**src/origin_set_consts.vh**
```
`ifndef ORIGIN_SET_CONSTS_VH
`define ORIGIN_SET_CONSTS_VH

// =====================================
// Command codes and word layouts
`define CMD_W               16
`define CMD_NOP             16'h0000
`define CMD_SET_ORIGIN      16'h0009
`define RUN_POS_MODE_BIT    2
`define RUN_CMD_ENABLE_BIT  8
`define SERVO_ON_BIT        0
`define STAT_ORIGIN_SET_BIT 3
`define STAT_HOME_DONE_BIT  6
`define FIX14_CMD_USE_BIT   7
`define FIX17_INFINITE_BIT  5
`define ENC_ABSOLUTE        16'h0001
`define POS_W               32
`define POS_ZERO            32'h0000_0000
`define WORD_W              16
`define WORD_ZERO           16'h0000
`define DATA_W              32
`define DATA_ZERO           32'h0000_0000

// =====================================
// Register map of the command port
`define ADDR_W              4
`define A_RUN_MODE          4'h0
`define A_SERVO_CMD         4'h1
`define A_MOTION_CMD        4'h2
`define A_FIX3              4'h3
`define A_FIX14             4'h4
`define A_FIX17             4'h5
`define A_STATUS            4'h6
`define A_IRQ_STATUS        4'h7
`define A_IRQ_MASK          4'h8
`define A_OFFSET            4'h9
`define A_MACHINE_POS       4'hA
`define IRQ_DONE_BIT        0
`define IRQ_REFUSED_BIT     1
`define IRQ_W               2

`endif

```
**src/origin_set_command.v**
```verilog
`timescale 1ns/1ps
`default_nettype none
`include "origin_set_consts.vh"

module origin_set_command #(
    parameter POS_W = `POS_W
) (
    // Clock and reset
    input  wire             clk,
    input  wire             rst_b,
    // Register port
    input  wire [3:0]       addr,
    input  wire [31:0]      wdata,
    input  wire             wr,
    input  wire             rd,
    output reg  [31:0]      rdata,
    // Axis feedback
    input  wire [POS_W-1:0] feedback_pos,
    input  wire             axis_moving,
    // Axis outputs
    output reg              stop_motion,
    output reg              irq
);
    // =====================================
    // Software registers
    reg [15:0]      run_mode_word;
    reg [15:0]      servo_command_word;
    reg [15:0]      motion_command_word;
    reg [15:0]      fix3;
    reg [15:0]      fix14;
    reg [15:0]      fix17;
    reg [15:0]      motion_status_word;
    reg [POS_W-1:0] origin_offset;
    reg [`IRQ_W-1:0] irq_status;
    reg [`IRQ_W-1:0] irq_mask;

    // =====================================
    // Synchronised axis feedback
    // Each position bit passes two flops; the position must be quasi-static
    // around a set-origin command, as no word handshake is used
    reg [POS_W-1:0] pos_s1;
    reg [POS_W-1:0] pos_s2;
    reg             mov_s1;
    reg             mov_s2;

    genvar b;
    generate
        for (b = 0; b < POS_W; b = b + 1) begin : g_pos_sync
            always @(posedge clk) begin
                if (!rst_b) begin
                    pos_s1[b] <= 1'b0;
                    pos_s2[b] <= 1'b0;
                end else begin
                    pos_s1[b] <= feedback_pos[b];
                    pos_s2[b] <= pos_s1[b];
                end
            end
        end
    endgenerate

    always @(posedge clk) begin
        if (!rst_b) begin
            mov_s1 <= 1'b0;
            mov_s2 <= 1'b0;
        end else begin
            mov_s1 <= axis_moving;
            mov_s2 <= mov_s1;
        end
    end

    // =====================================
    // Command decode
    wire set_origin_cmd;

    cmd_edge_detect #(
        .W (`CMD_W)
    ) u_edge (
        .clk     (clk),
        .rst_b   (rst_b),
        .code    (motion_command_word),
        .target  (`CMD_SET_ORIGIN),
        .entered (set_origin_cmd)
    );

    // The command word is only acted on while both enables are set
    wire cmd_code_on  = run_mode_word[`RUN_CMD_ENABLE_BIT];
    wire cmd_word_use = fix14[`FIX14_CMD_USE_BIT];
    wire cmd_enabled  = cmd_code_on & cmd_word_use;
    wire position_mode_select = run_mode_word[`RUN_POS_MODE_BIT];
    // Servo-on state deliberately plays no part in the decision
    // An absolute encoder on an endless axis cannot take a new origin in motion
    wire abs_encoder  = (fix3 == `ENC_ABSOLUTE);
    wire endless_axis = fix17[`FIX17_INFINITE_BIT];
    wire refuse = abs_encoder & endless_axis & mov_s2;
    wire fire    = set_origin_cmd & cmd_enabled & position_mode_select;
    wire do_set  = fire & ~refuse;
    wire do_ref  = fire & refuse;
    wire is_nop  = (motion_command_word == `CMD_NOP);

    wire [POS_W-1:0] machine_pos = pos_s2 - origin_offset;

    // =====================================
    // Software register writes
    always @(posedge clk) begin
        if (!rst_b) begin
            run_mode_word       <= `WORD_ZERO;
            servo_command_word  <= `WORD_ZERO;
            motion_command_word <= `CMD_NOP;
            fix3                <= `WORD_ZERO;
            fix14               <= `WORD_ZERO;
            fix17               <= `WORD_ZERO;
            irq_mask            <= {`IRQ_W{1'b0}};
        end else if (wr) begin
            case (addr)
                `A_RUN_MODE:   run_mode_word       <= wdata[`WORD_W-1:0];
                `A_SERVO_CMD:  servo_command_word  <= wdata[`WORD_W-1:0];
                `A_MOTION_CMD: motion_command_word <= wdata[`WORD_W-1:0];
                `A_FIX3:       fix3                <= wdata[`WORD_W-1:0];
                `A_FIX14:      fix14               <= wdata[`WORD_W-1:0];
                `A_FIX17:      fix17               <= wdata[`WORD_W-1:0];
                `A_IRQ_MASK:   irq_mask            <= wdata[`IRQ_W-1:0];
                default: ;
            endcase
        end
    end

    // =====================================
    // Origin load and completion flags
    // The origin is the synchronised position, two clocks behind the pin
    always @(posedge clk) begin
        if (!rst_b) begin
            origin_offset      <= `POS_ZERO;
            motion_status_word <= `WORD_ZERO;
        end else if (do_set) begin
            origin_offset <= pos_s2;
            motion_status_word[`STAT_ORIGIN_SET_BIT] <= 1'b1;
            motion_status_word[`STAT_HOME_DONE_BIT]  <= 1'b1;
        end
    end

    // =====================================
    // Idle command stops the axis
    always @(posedge clk) begin
        if (!rst_b) begin
            stop_motion <= 1'b0;
        end else begin
            stop_motion <= is_nop & cmd_enabled;
        end
    end

    // =====================================
    // Interrupt status and output
    // A clear meeting a new event in one cycle loses, so no event is missed
    reg [`IRQ_W-1:0] events;
    reg [`IRQ_W-1:0] next_irq_status;
    always @* begin
        events          = {do_ref, do_set};
        next_irq_status = irq_status;
        if (wr && addr == `A_IRQ_STATUS) begin
            next_irq_status = irq_status & ~wdata[`IRQ_W-1:0];
        end
        next_irq_status = next_irq_status | events;
    end

    always @(posedge clk) begin
        if (!rst_b) begin
            irq_status <= {`IRQ_W{1'b0}};
            irq        <= 1'b0;
        end else begin
            irq_status <= next_irq_status;
            irq        <= |(next_irq_status & irq_mask);
        end
    end

    // =====================================
    // Read port
    // Read data stand in the cycle after each rd cycle and are zero otherwise
    reg [`DATA_W-1:0] next_rdata;
    always @* begin
        next_rdata = `DATA_ZERO;
        if (rd) begin
            case (addr)
                `A_RUN_MODE:    next_rdata = {`WORD_ZERO, run_mode_word};
                `A_SERVO_CMD:   next_rdata = {`WORD_ZERO, servo_command_word};
                `A_MOTION_CMD:  next_rdata = {`WORD_ZERO, motion_command_word};
                `A_FIX3:        next_rdata = {`WORD_ZERO, fix3};
                `A_FIX14:       next_rdata = {`WORD_ZERO, fix14};
                `A_FIX17:       next_rdata = {`WORD_ZERO, fix17};
                `A_STATUS:      next_rdata = {`WORD_ZERO, motion_status_word};
                `A_IRQ_STATUS:  next_rdata = {{(`DATA_W-`IRQ_W){1'b0}}, irq_status};
                `A_IRQ_MASK:    next_rdata = {{(`DATA_W-`IRQ_W){1'b0}}, irq_mask};
                `A_OFFSET:      next_rdata = origin_offset;
                `A_MACHINE_POS: next_rdata = machine_pos;
                default:        next_rdata = `DATA_ZERO;
            endcase
        end
    end

    always @(posedge clk) begin
        if (!rst_b) begin
            rdata <= `DATA_ZERO;
        end else begin
            rdata <= next_rdata;
        end
    end
endmodule // origin_set_command

`default_nettype wire

```
**src/cmd_edge_detect.v**
```verilog
`timescale 1ns/1ps
`default_nettype none
`include "origin_set_consts.vh"

// =====================================
// Rising-edge detector for entry into one command code
module cmd_edge_detect #(
    parameter W = `CMD_W
) (
    // Clock and reset
    input  wire         clk,
    input  wire         rst_b,
    // Command word and code to watch
    input  wire [W-1:0] code,
    input  wire [W-1:0] target,
    // Entry pulse
    output reg          entered
);
    reg was_match;
    wire match = (code == target);

    always @(posedge clk) begin
        if (!rst_b) begin
            was_match <= 1'b0;
            entered   <= 1'b0;
        end else begin
            was_match <= match;
            entered   <= match & ~was_match;
        end
    end
endmodule // cmd_edge_detect

`default_nettype wire

```
**config.mk**
```make
export PLATFORM = sky130hd
export DESIGN_NAME = origin_set_command
export DESIGN_NICKNAME = d
export VERILOG_FILES = /design/src/origin_set_command.v /design/src/cmd_edge_detect.v
export VERILOG_INCLUDE_DIRS = /design/src /design/src/src
export SDC_FILE = /design/constraint.sdc
export NUM_CORES = 1
export LEC_CHECK = 0
export ABC_CLOCK_PERIOD_IN_PS = 3400
export BUFFER_PORTS_ARGS = -buffer_cell sky130_fd_sc_hd__buf_4
export CAP_MARGIN = 20
export CORE_UTILIZATION = 30
export CTS_BUF_LIST = sky130_fd_sc_hd__clkbuf_4
export DETAILED_ROUTE_END_ITERATION = 6
export GPL_ROUTABILITY_DRIVEN = 0
export PLACE_DENSITY = 0.44
export SLEW_MARGIN = 25
export SYNTH_ARGS = -nofsm -noshare
export SYNTH_HDL_FRONTEND = slang
export SYNTH_SLANG_ARGS = --single-unit
export TNS_END_PERCENT = 10
```
**constraint.sdc**
```tcl
create_clock -name clk -period 3.4 [get_ports clk]
set_input_delay 0.68 -clock clk [delete_from_list [all_inputs] [get_ports clk]]
set_output_delay 0.68 -clock clk [all_outputs]
set_load 0.005 [all_outputs]
```
# Word level (Yosys, flattened, before mapping)
# Index checks and enable logic that the tools add are counted.
# totals
regBits,235
out_inout_bits,34
# classes
add_sub_neg,1
eq_ne,12
mux,2
bitwise,15
reduce_logical,12
# ops
operator,count
32-bit one-hot mux with 11 select lines,1
32-bit subtractor,1
"16-bit by 1-bit equality test with 1-bit output, second input constant",1
"16-bit by 4-bit equality test with 1-bit output, second input constant",1
"4-bit by 3-bit equality test with 1-bit output, second input constant",4
16-bit logical NOT,1
2-bit AND reduction,8
"4-bit equality test, second input constant",3
1-bit AND,9
"4-bit by 2-bit equality test with 1-bit output, second input constant",2
2-bit AND,2
"4-bit by 1-bit equality test with 1-bit output, second input constant",1
4-bit logical NOT,1
2-bit two-way mux,1
1-bit inverter,2
2-bit inverter,1
2-bit bitwise OR,1
2-bit OR reduction,1
1-bit logical AND,1

# Logic depth before layout (Yosys ltp)
# Gate-level depths: netlist (run 1).
# depth
depth_word,8
depth_mapped,13

# Modules after synthesis
# Synthesis (run 1) repeated with hierarchy kept, for this count alone.
# unflattened
cells_unflattened,1224
area_unflattened_um2,10613.9
# by_module_without_submodules
mod,n_inst,cells_per_inst,area_each_um2,seq_area_each_um2
origin_set_command,1,1199,10383.7,4664.5
cmd_edge_detect,1,25,230.2,40.0

# Worst setup path after synthesis (run 1)
# No wires, ideal clock.
# synth_path
path_kind,reg2reg
from,register pos_s2[0]
to,register rdata[30]
setup_ps,117
t_arrival_ps,2809
required_time_ps,3283
setup_slack_ps,474
path_stages_with_launch,14
synth_period_minus_slack_ps,2926
cell_sequence,dfxtp_1 -> inv_1 -> ha_1 -> fa_1 -> nand2b_1 -> a21oi_2 -> o32a_2 -> a221oi_2 -> or4_4 -> a31oi_4 -> a41oi_2 -> a21oi_2 -> xnor2_1 -> a22o_1
# synth_between
elab_chain_len,2
# synth_lines
element,line,text
start: declaration,origin_set_command.v:42,reg [POS_W-1:0] pos_s2;
start signal: indexed assignment,origin_set_command.v:55,pos_s2[b] <= pos_s1[b];
32-bit subtractor,origin_set_command.v:100,wire [POS_W-1:0] machine_pos = pos_s2 - origin_offset;
32-bit one-hot mux with 11 select lines,origin_set_command.v:182,case (addr)
end signal: assignment,origin_set_command.v:201,rdata <= `DATA_ZERO;
end signal: assignment,origin_set_command.v:203,rdata <= next_rdata;
end: declaration,origin_set_command.v:16,"output reg [31:0] rdata,"
# Every way passes these cells.
# A chain may end at the register's enable or synchronous reset.

# Worst setup path after layout (run 1)
# Same ends and word-level chain as after synthesis.

==> out/results.tsv, run 1 <==
stage	metric	value	unit
finish	Net count, final	1412	
synth	ys flop type	dfxtp_1	
placement	Place WS	223	ps
floorplanning	die area	35000	µm²
floorplanning	Ports	107	
critical_path	crit-path max FO	3	
floorplanning	Rows	67	
floorplanning	Initial Util	30.6	%
clock_network	clock sinks	235	
synth	share of the synthesized area in the top cell type	45.8	%
job	max-cap check violation count	0	
synth	post-synthesis sequential area ratio	45.8	%
synth	leading cell type by number of instances after synthesis	nand2_1	
sta	Clock Skew	43.7	ps
sta	RSZ-0062 raised after global routing	false	
synth	leading area contributor after synthesis	dfxtp_1	
pwr	Power Dens Cells	487	nW/µm²
finish	Area growth, synth to finish	19.7	%
grt	initial antenna violation count	1	
sta	Fmax	314	MHz
clock_network	post-CTS sizing	0	
placement	dpl hpwl	20.2	mm
finish	fraction of layout cells with a size suffix above 1	17.8	%
synth	number of flops mapped to enable cells by yosys	0	
pwr	peak supply drop	212	µV
grt	global-route wire length before repair	48.6	mm
sta	Pins Over Slew Limit	0	
clock_network	Post-CTS Setup Inserts	0	
sta	Setup Viol. Count Final	0	
finish	multi-input logic area	5180	µm²
route	via/cell ratio	4.78	
critical_path	CP max-delay cell	or4_4	
floorplanning	Die W	187	µm
synth	post-synthesis register bit count	235	
grt	vias in the first global route	8655	
critical_path	CP most frequent cell	a21oi_2	
route	drc violations	0	
pwr	Lkg Pwr	4.64	nW
synth	library cells used by synthesis	57	
route	TritonRoute pass-1 iters	5	
synth	Mapped Cells	1194	
synth	Post-Syn Area per Cell	8.61	µm²
critical_path	crit end category	flop	
sta	setup TNS	0	ps
synth	ranking of synthesized cells by area	dfxtp_1 (46%), nand2_1 (11%), a21boi_0 (8.6%), and2_1 (4.6%), ha_1 (3.9%)	
critical_path	CP Cell Sequence	inv_1 > ha_1 > fa_1 > nand2b_1 > a21oi_2 > o32a_2 > a221oi_2 > or4_4 > a31oi_4 > a41oi_2 > a21oi_2 > xnor2_1 > a22o_1	
clock_network	H-tree levels	3	
synth	Post-Synthesis Net Count	1300	
grt	largest net degree at the start of global routing	201	
placement	count of input and output buffers	90	
critical_path	Critical Path RT	3950	ps
synth	Ys Warns	0	
grt	Total GRT Usage	17.8	%
sta	relative slew slack	37.1	%
clock_network	Root Buffer	clkbuf_4	
finish	final core occ	36.6	%
route	drt total wl	30.5	mm
clock_network	clk_lat worst skew	690	ps
critical_path	critical path startpoint category	flop	
sta	Slew @ Worst Pin	944	ps
route	routed vias	8595	
route	antenna-violating nets left	0	
grt	gr ovfl total	0	
worst_hold_path	Hold Path Class	input port to flop	
outcome	run status	completed	
synth	post-synthesis instance area	10300	µm²
sta	fin crit period	3190	ps
critical_path	CP peak stage delay	560	ps
synth	async set or reset register ratio after synthesis	0	%
finish	Fill cells	3529	
clock_network	Num CTS Buffers	68	
sta	worst setup margin	214	ps
clock_network	clock buffer depth	3	
critical_path	CP arrival	3740	ps
clock_network	Post-CTS Hold Buffers	0	
critical_path	Crit Path Class	flop to flop	
synth	Commonest cells post-synth	nand2_1 (299), dfxtp_1 (235), a21boi_0 (118)	
clock_network	CTS tree	done	
floorplanning	Die Ht	187	µm
route	WL per Instance	17.0	µm
finish	Register Area	4700	µm²
floorplanning	Core Region	33600	µm²
sta	Period Utilization, post-route	93.7	%
clock_network	clock-pin slew on the worst setup and hold paths	60	ps
route	drt first-iter violations	537	
sta	Final Hold Fails	0	
## sequential cells by signal, summed over array words and instances, names as in the netlist, 2 cells and up
name	flops
run_mode_word	16
fix3	16
irq_mask	2
fix17	16
irq_status	2
fix14	16
pos_s2	32
motion_command_word	16
servo_command_word	16
pos_s1	32
rdata	32
origin_offset	32
## final cells by class
cell class,count,area share (%)
diodes,1,0.0203
flip-flops and latches,235,38.2
inverters,43,1.31
repair buffers,112,7.04
clock inverters,14,0.702
well taps,448,4.56
clock buffers,99,6.04
multi-input cells,846,42.1
## worst paths after layout
kind / from / endpoint / slack [ps] / cells past startpoint
hold / removal: feedback_pos[18] / pos_s1[18] / 210 / 2
hold reg to reg: u_edge.was_match / u_edge.entered / 380 / 1
setup reg to reg: pos_s2[0] / rdata[30] / 210 / 13
setup / recovery: pos_s2[0] / rdata[30] / 210 / 13
## routing by layer
layer	wire length [µm]	vias up	track usage, %	part of all wire [%]
li1	-	4340	-	-
met5	0	-	0	0
met1	14800	4001	24.0	48
met3	1230	59	3.30	4.0
met2	13700	195	27.8	45
met4	780	0	7.31	2.6
## metrics by stage
| stage | hold WS, ps | std cells | total power [mW] | instance area (µm²) |
|---|---|---|---|---|
| floorplan | 375 | 1194 | 3.25 | 10300 |
| global route | 155 | 1798 | 6.33 | 12300 |
| finish | 214 | 1798 | 5.99 | 12300 |
| global placement | 382 | 1684 | 3.46 | 11500 |
| CTS | 139 | 1797 | 6.13 | 12300 |
| detailed placement | 384 | 1684 | 3.46 | 11500 |
## report_power, final
part	internal (mW)	switching, mW
combinational	0.255	0.306
clock	1.40	1.20
sequential	2.81	0.0252
total	4.46	1.53
## critical path: cells and delay by family (launching register included)
kind / cells / cell delay [ps]
xor+xnor: 1 / 70
simple gates: 2 / 750
buf+inv: 1 / 60
compound gates: 7 / 1290
flops: 1 / 340
fa+ha+maj: 2 / 570
## cell families after synthesis
| family | synth area share, % |
|---|---|
| multiplexers | 0.645 |
| adder cells (fa/ha/maj) | 4.09 |
| flip-flops | 45.8 |
| buffers and inverters | 4.13 |
| AND/OR/NAND/NOR | 20.5 |
| AO/OA/AOI/OAI | 22.6 |
| XOR/XNOR | 2.30 |
## placed cells by master, fill, tap and decap left out, types with 6 or more instances in the layout
cell      Yosys  routed
nor2b_1       8       8
a21boi_0    118     118
nor2_1       32      31
xor2_1        7       7
a21boi_1     14      14
a21oi_1      32      32
inv_1        42      42
dfxtp_1     235     235
nand2b_1      7       7
and2_1       75      75
o21a_1        6       6
clkinv_1      0       8
clkbuf_4      0      99
nand3_1      10      10
buf_4         0     110
o21ai_0      10      10
a222oi_1      8       8
ha_1         32      32
a22o_1       31      31
xnor2_1      20      20
a31oi_1      15      15
nor3_1       11       9
nand2_1     299     299
a221oi_1     16      16
nand4_1       8       8
a22oi_1      12      12
a21o_1       17      17
Note: power is estimated with default switching activity, not from simulation.
==> run 2, diff against run 1 <==
Settings changed: PLACE_DENSITY 0.44 to not set, PLACE_DENSITY_LB_ADDON set to 0.1.
==> out/results.tsv, run 2 (same netlist as run 1, synthesis figures left out) <==
stage	metric	value	unit	change
clock_network	Num CTS Buffers	69		was 68
clock_network	Post-CTS Setup Inserts	0		unchanged
pwr	peak supply drop	181	µV	was 212 µV
clock_network	clock-pin slew on the worst setup and hold paths	60	ps	about the same
critical_path	Critical Path RT	3940	ps	was 3950 ps
worst_hold_path	Hold Path Class	input port to flop		unchanged
sta	fin crit period	3230	ps	was 3190 ps
route	routed vias	8685		was 8,595
finish	most common cell after layout, fill and taps aside	nand2_1		unchanged
grt	Total GRT Usage	17.5	%	was 17.8%
outcome	run status	finished, violations left		was completed
sta	Setup Viol. Count Final	0		unchanged
route	TritonRoute pass-1 iters	7		was 5
critical_path	CP max-delay cell	or4_4		unchanged
critical_path	worst r2r path cells	13		unchanged
clock_network	clock sinks	235		unchanged
sta	Period Utilization, post-route	95.1	%	was 93.7%
finish	Register Area	4700	µm²	unchanged
grt	largest net degree at the start of global routing	201		unchanged
clock_network	CTS tree	done		unchanged
finish	Area growth, synth to finish	19.8	%	was 19.7%
placement	dpl hpwl	20.2	mm	about the same
route	via/cell ratio	4.82		was 4.78
clock_network	clock buffer depth	3		unchanged
sta	Fmax	309	MHz	was 314 MHz
finish	multi-input logic area	5180	µm²	about the same
clock_network	H-tree levels	3		unchanged
critical_path	CP peak stage delay	560	ps	about the same
critical_path	crit end category	flop		unchanged
pwr	Power Dens Cells	486	nW/µm²	was 487 nW/µm²
finish	Fill cells	3506		was 3,529
sta	Slew @ Worst Pin	855	ps	was 944 ps
finish	Net count, final	1417		was 1,412
floorplanning	Ports	107		unchanged
finish	fraction of layout cells with a size suffix above 1	18.0	%	was 17.8%
placement	count of input and output buffers	90		unchanged
critical_path	CP Cell Sequence	inv_1 > ha_1 > fa_1 > nand2b_1 > a21oi_4 > o32a_2 > a221oi_2 > or4_4 > a31oi_4 > a41oi_2 > a21oi_2 > xnor2_1 > a22o_1		was inv_1 > ha_1 > fa_1 > nand2b_1 > a21oi_2 > o32a_2 > a221oi_2 > or4_4 > a31oi_4 > a41oi_2 > a21oi_2 > xnor2_1 > a22o_1
grt	initial antenna violation count	1		unchanged
floorplanning	Core Region	33600	µm²	unchanged
clock_network	Root Buffer	clkbuf_4		unchanged
job	max-cap check violation count	0		unchanged
route	drt total wl	30.4	mm	was 30.5 mm
clock_network	clk_lat worst skew	690	ps	about the same
floorplanning	Initial Util	30.6	%	unchanged
grt	global-route wire length before repair	47.9	mm	was 48.6 mm
critical_path	crit-path max FO	3		unchanged
pwr	Lkg Pwr	4.66	nW	was 4.64 nW
grt	vias in the first global route	8654		was 8,655
route	drc violations	3		was 0
sta	Pins Over Slew Limit	0		unchanged
worst_hold_path	Hold Crit Depth	2		unchanged
floorplanning	Die Ht	187	µm	unchanged
floorplanning	Rows	67		unchanged
sta	RSZ-0062 raised after global routing	false		unchanged
outcome	failing checks	DRC		
floorplanning	die area	35000	µm²	unchanged
route	WL per Instance	16.9	µm	was 17.0 µm
critical_path	Crit Path Class	flop to flop		unchanged
sta	Final Hold Fails	0		unchanged
grt	gr ovfl total	0		unchanged
floorplanning	Die W	187	µm	unchanged
sta	setup TNS	0	ps	unchanged
critical_path	critical path startpoint category	flop		unchanged
route	antenna-violating nets left	0		unchanged
finish	commonest cells after routing, fill and taps aside	nand2_1 (299), dfxtp_1 (235), a21boi_0 (118), buf_4 (115), clkbuf_4 (100)		was nand2_1 (299), dfxtp_1 (235), a21boi_0 (118), buf_4 (110), clkbuf_4 (99)
sta	Clock Skew	67.4	ps	was 43.7 ps
critical_path	CP arrival	3770	ps	was 3740 ps
sta	relative slew slack	43.0	%	was 37.1%
sta	Hold Slack	218	ps	was 214 ps
route	drt first-iter violations	531		was 537
-- run 2: cell types whose count changed in the layout (fill, tap and decap cells not counted), sizes merged --
cell	change
clkbuf	+1
inv	+2
diode	+1
buf	+4
clkinvlp	-1
clkinv	-3
-- run 2: timing repair --
action                                  in CTS  in global routing
hold endpoints to repair                     0                  0
endpoints found under the setup margin       0                  1
gates resized for setup                      0                  1
hold buffers                                 0                  0
-- run 2: cell type report --
class / instances / share of cell area (%)
Multi-Input combinational cell: 846 / 42.1
Clock buffer: 100 / 6.10
Antenna cell: 2 / 0.0406
Sequential cell: 235 / 38.2
Timing Repair Buffer: 116 / 7.17
Clock inverter: 12 / 0.579
Inverter: 43 / 1.31
Tap cell: 448 / 4.55
-- run 2: worst paths after layout --
path	startpoint	endpoint	slack [ps]
worst min register to register	u_edge.was_match	u_edge.entered	400
worst max register to register	pos_s2[0]	rdata[30]	170
worst min-delay path	feedback_pos[18]	pos_s1[18]	220
worst max-delay path	pos_s2[0]	rdata[30]	170
-- run 2: metrics by stage --
step	cells	area, µm²	utilization [%]	total power [mW]	setup slack, ps
floorplan	1194	10300	-	3.25	474
global placement	1688	11500	34.2	3.45	199
detailed placement	1688	11500	34.2	3.45	195
CTS	1800	12300	36.6	6.11	161
global route	1802	12300	36.6	6.30	34.7
finish	1802	12300	36.6	5.98	167
-- run 2: where the power goes --
group | total (mW) | internal [mW] | switching [mW]
clock network | 2.59 | 1.41 | 1.19
logic | 0.558 | 0.254 | 0.303
registers | 2.83 | 2.81 | 0.0257
total | 5.98 | 4.47 | 1.52
-- run 2: layer usage --
metal  up-vias  wire, µm  global-route usage, %
li1       4358         -                      -
met1      4058     14800                   23.7
met2       212     13500                   27.4
met3        57      1370                   3.40
met4         0       727                   6.53
met5         -         0                      0
-- run 2: worst max-delay path: cells and delay by family (launching register included) --
kind	cells	cell delay, ps
buffers and inverters	1	70
and+or+nand+nor	2	780
xor gates and xnor gates	1	80
adders and majority gates	2	580
DFF	1	340
AOI/OAI and AO/OA	7	1260
==> run 3, diff against run 2 <==
Settings changed: ABC_CLOCK_PERIOD_IN_PS 3400 to 4000.
Clock period 3.4 ns to 4 ns, I/O delays scaled along.
==> out/results.tsv, run 3 (same netlist as run 1, synthesis figures left out) <==
stage	metric	value	unit	change
finish	Area growth, synth to finish	19.4	%	was 19.8%
clock_network	clock sinks	235		unchanged
floorplanning	Core Region	33600	µm²	unchanged
placement	count of input and output buffers	90		unchanged
critical_path	CP arrival	3860	ps	was 3770 ps
grt	largest net degree at the start of global routing	98		was 201
grt	Total GRT Usage	17.6	%	was 17.5%
worst_hold_path	Hold Crit Depth	2		unchanged
sta	Period Utilization, post-route	82.7	%	was 95.1%
critical_path	crit-path max FO	4		was 3
route	drt first-iter violations	617		was 531
clock_network	post-CTS sizing	0		unchanged
sta	Slew @ Worst Pin	873	ps	was 855 ps
critical_path	critical path startpoint category	flop		unchanged
sta	Setup Viol. Count Final	0		unchanged
clock_network	Post-CTS Hold Buffers	0		unchanged
critical_path	CP peak stage delay	570	ps	was 560 ps
critical_path	Critical Path RT	4550	ps	was 3940 ps
sta	relative slew slack	41.8	%	was 43.0%
clock_network	clock-pin slew on the worst setup and hold paths	60	ps	about the same
grt	initial antenna violation count	1		unchanged
clock_network	Root Buffer	clkbuf_4		unchanged
finish	Net count, final	1409		was 1,417
critical_path	worst r2r path cells	13		unchanged
placement	dpl hpwl	20.4	mm	was 20.2 mm
route	drt total wl	30.3	mm	was 30.4 mm
sta	Pins Over Slew Limit	0		unchanged
clock_network	clk_lat worst skew	670	ps	was 690 ps
finish	most common cell after layout, fill and taps aside	nand2_1		unchanged
critical_path	CP Cell Sequence	inv_1 > ha_1 > fa_1 > nand2b_1 > a21oi_2 > o32a_2 > a221oi_2 > or4_4 > a31oi_4 > a41oi_2 > a21oi_2 > xnor2_1 > a22o_1		was inv_1 > ha_1 > fa_1 > nand2b_1 > a21oi_4 > o32a_2 > a221oi_2 > or4_4 > a31oi_4 > a41oi_2 > a21oi_2 > xnor2_1 > a22o_1
finish	commonest cells after routing, fill and taps aside	nand2_1 (299), dfxtp_1 (235), a21boi_0 (118), buf_4 (108), clkbuf_4 (100)		was nand2_1 (299), dfxtp_1 (235), a21boi_0 (118), buf_4 (115), clkbuf_4 (100)
critical_path	Worst R2R End	rdata[30]		unchanged
critical_path	Crit path buffers/inverters	1		unchanged
critical_path	CP max-delay cell	or4_4		unchanged
route	drc violations	0		was 3
critical_path	RR Startpoint	pos_s2[0]		unchanged
worst_hold_path	Hold Path Class	input port to flop		unchanged
floorplanning	die area	35000	µm²	unchanged
critical_path	crit end category	flop		unchanged
outcome	run status	completed		was finished, violations left
floorplanning	Initial Util	30.6	%	unchanged
worst_hold_path	hold_sp	feedback_pos[27]		was feedback_pos[18]
route	via/cell ratio	4.83		was 4.82
floorplanning	Rows	67		unchanged
pwr	Lkg Pwr	4.63	nW	was 4.66 nW
route	routed vias	8655		was 8,685
sta	setup TNS	0	ps	unchanged
finish	fraction of layout cells with a size suffix above 1	17.5	%	was 18.0%
pwr	peak supply drop	158	µV	was 181 µV
route	antenna-violating nets left	0		unchanged
clock_network	Num CTS Buffers	69		unchanged
clock_network	Post-CTS Setup Inserts	0		unchanged
route	WL per Instance	16.9	µm	about the same
sta	Final Hold Fails	0		unchanged
floorplanning	Die W	187	µm	unchanged
sta	Clock Skew	42.4	ps	was 67.4 ps
clock_network	clock buffer depth	3		unchanged
critical_path	Largest delay share family, worst path	compound AO/OA/AOI/OAI gates		unchanged
sta	RSZ-0062 raised after global routing	false		unchanged
grt	vias in the first global route	8541		was 8,654
clock_network	CTS tree	done		unchanged
critical_path	CP most frequent cell	a21oi_2		
critical_path	reg2reg setup slack	690	ps	was 170 ps
critical_path	Crit Path Class	flop to flop		unchanged
finish	final instance area	12300	µm²	about the same
floorplanning	Ports	107		unchanged
sta	Fmax	302	MHz	was 309 MHz
route	TritonRoute pass-1 iters	5		was 7
job	max-cap check violation count	0		unchanged
pwr	Power Dens Cells	423	nW/µm²	was 486 nW/µm²
floorplanning	Die Ht	187	µm	unchanged
clock_network	H-tree levels	3		unchanged
sta	fin crit period	3310	ps	was 3230 ps
placement	area after detailed placement	11400	µm²	was 11,500 µm²
worst_hold_path	Hold EP	pos_s1[27]		was pos_s1[18]
grt	global-route wire length before repair	48.1	mm	was 47.9 mm
grt	gr ovfl total	0		unchanged
==> run 3: cell types whose count changed in the layout (fill, tap and decap cells not counted), sizes merged <==
cell	before	now
buf	116	108
inv	46	43
bufinv	1	3
clkinv	8	7
diode	2	1
==> run 3: worst register-to-register path, cell delays in order, from the launching register on <==
cell,delay [ps]
dfxtp_1,330
inv_1,70
ha_1,190
fa_1,380
nand2b_1,220
a21oi_2,240
o32a_2,260
a221oi_2,120
or4_4,570
a31oi_4,190
a41oi_2,190
a21oi_2,170
xnor2_1,70
a22o_1,220
==> run 3: per-layer routing <==
metal  global-route usage, %  vias up  wire (µm)
li1                        -     4337          -
met1                    24.0     4040      14900
met5                       0        -          0
met3                    3.94       61       1510
met2                    27.2      217      13200
met4                    5.83        0        721
==> run 3: worst max-delay path by stage <==
stage,from,end,slack [ps],depth (start not counted)
2_1_floorplan,pos_s2[0],rdata[30],1070,13
3_3_place_gp,pos_s2[0],rdata[30],700,13
3_5_place_dp,pos_s2[0],rdata[30],700,13
4_1_cts,pos_s2[0],rdata[30],680,13
5_1_grt,pos_s2[0],rdata[30],470,13
6_report,pos_s2[0],rdata[30],690,13
==> run 3: cell type report <==
type / instances / area (µm²)
Timing Repair Buffer: 108 / 811
Sequential cell: 235 / 4700
Tap cell: 448 / 561
Multi-Input combinational cell: 846 / 5170
Clock inverter: 10 / 118
Fill cell: 3592 / 21300
Antenna cell: 1 / 2.50
Clock buffer: 100 / 751
Inverter: 43 / 161
==> run 3: power by group <==
group | internal (mW) | switching, mW
Clock | 1.32 | 1.00
Combinational | 0.209 | 0.257
Sequential | 2.39 | 0.0215
==> run 3: stage by stage <==
| stage | power, mW | utilization (%) | hold slack, ps | worst slack, ps | std cells |
|---|---|---|---|---|---|
| CTS | 5.30 | 36.5 | 273 | 684 | 1790 |
| global route | 5.49 | 36.5 | 264 | 468 | 1791 |
| global placement | 2.93 | 33.9 | 387 | 696 | 1680 |
| finish | 5.20 | 36.5 | 342 | 693 | 1791 |
| detailed placement | 2.93 | 33.9 | 391 | 698 | 1680 |
| floorplan | 2.77 | - | 375 | 1070 | 1194 |
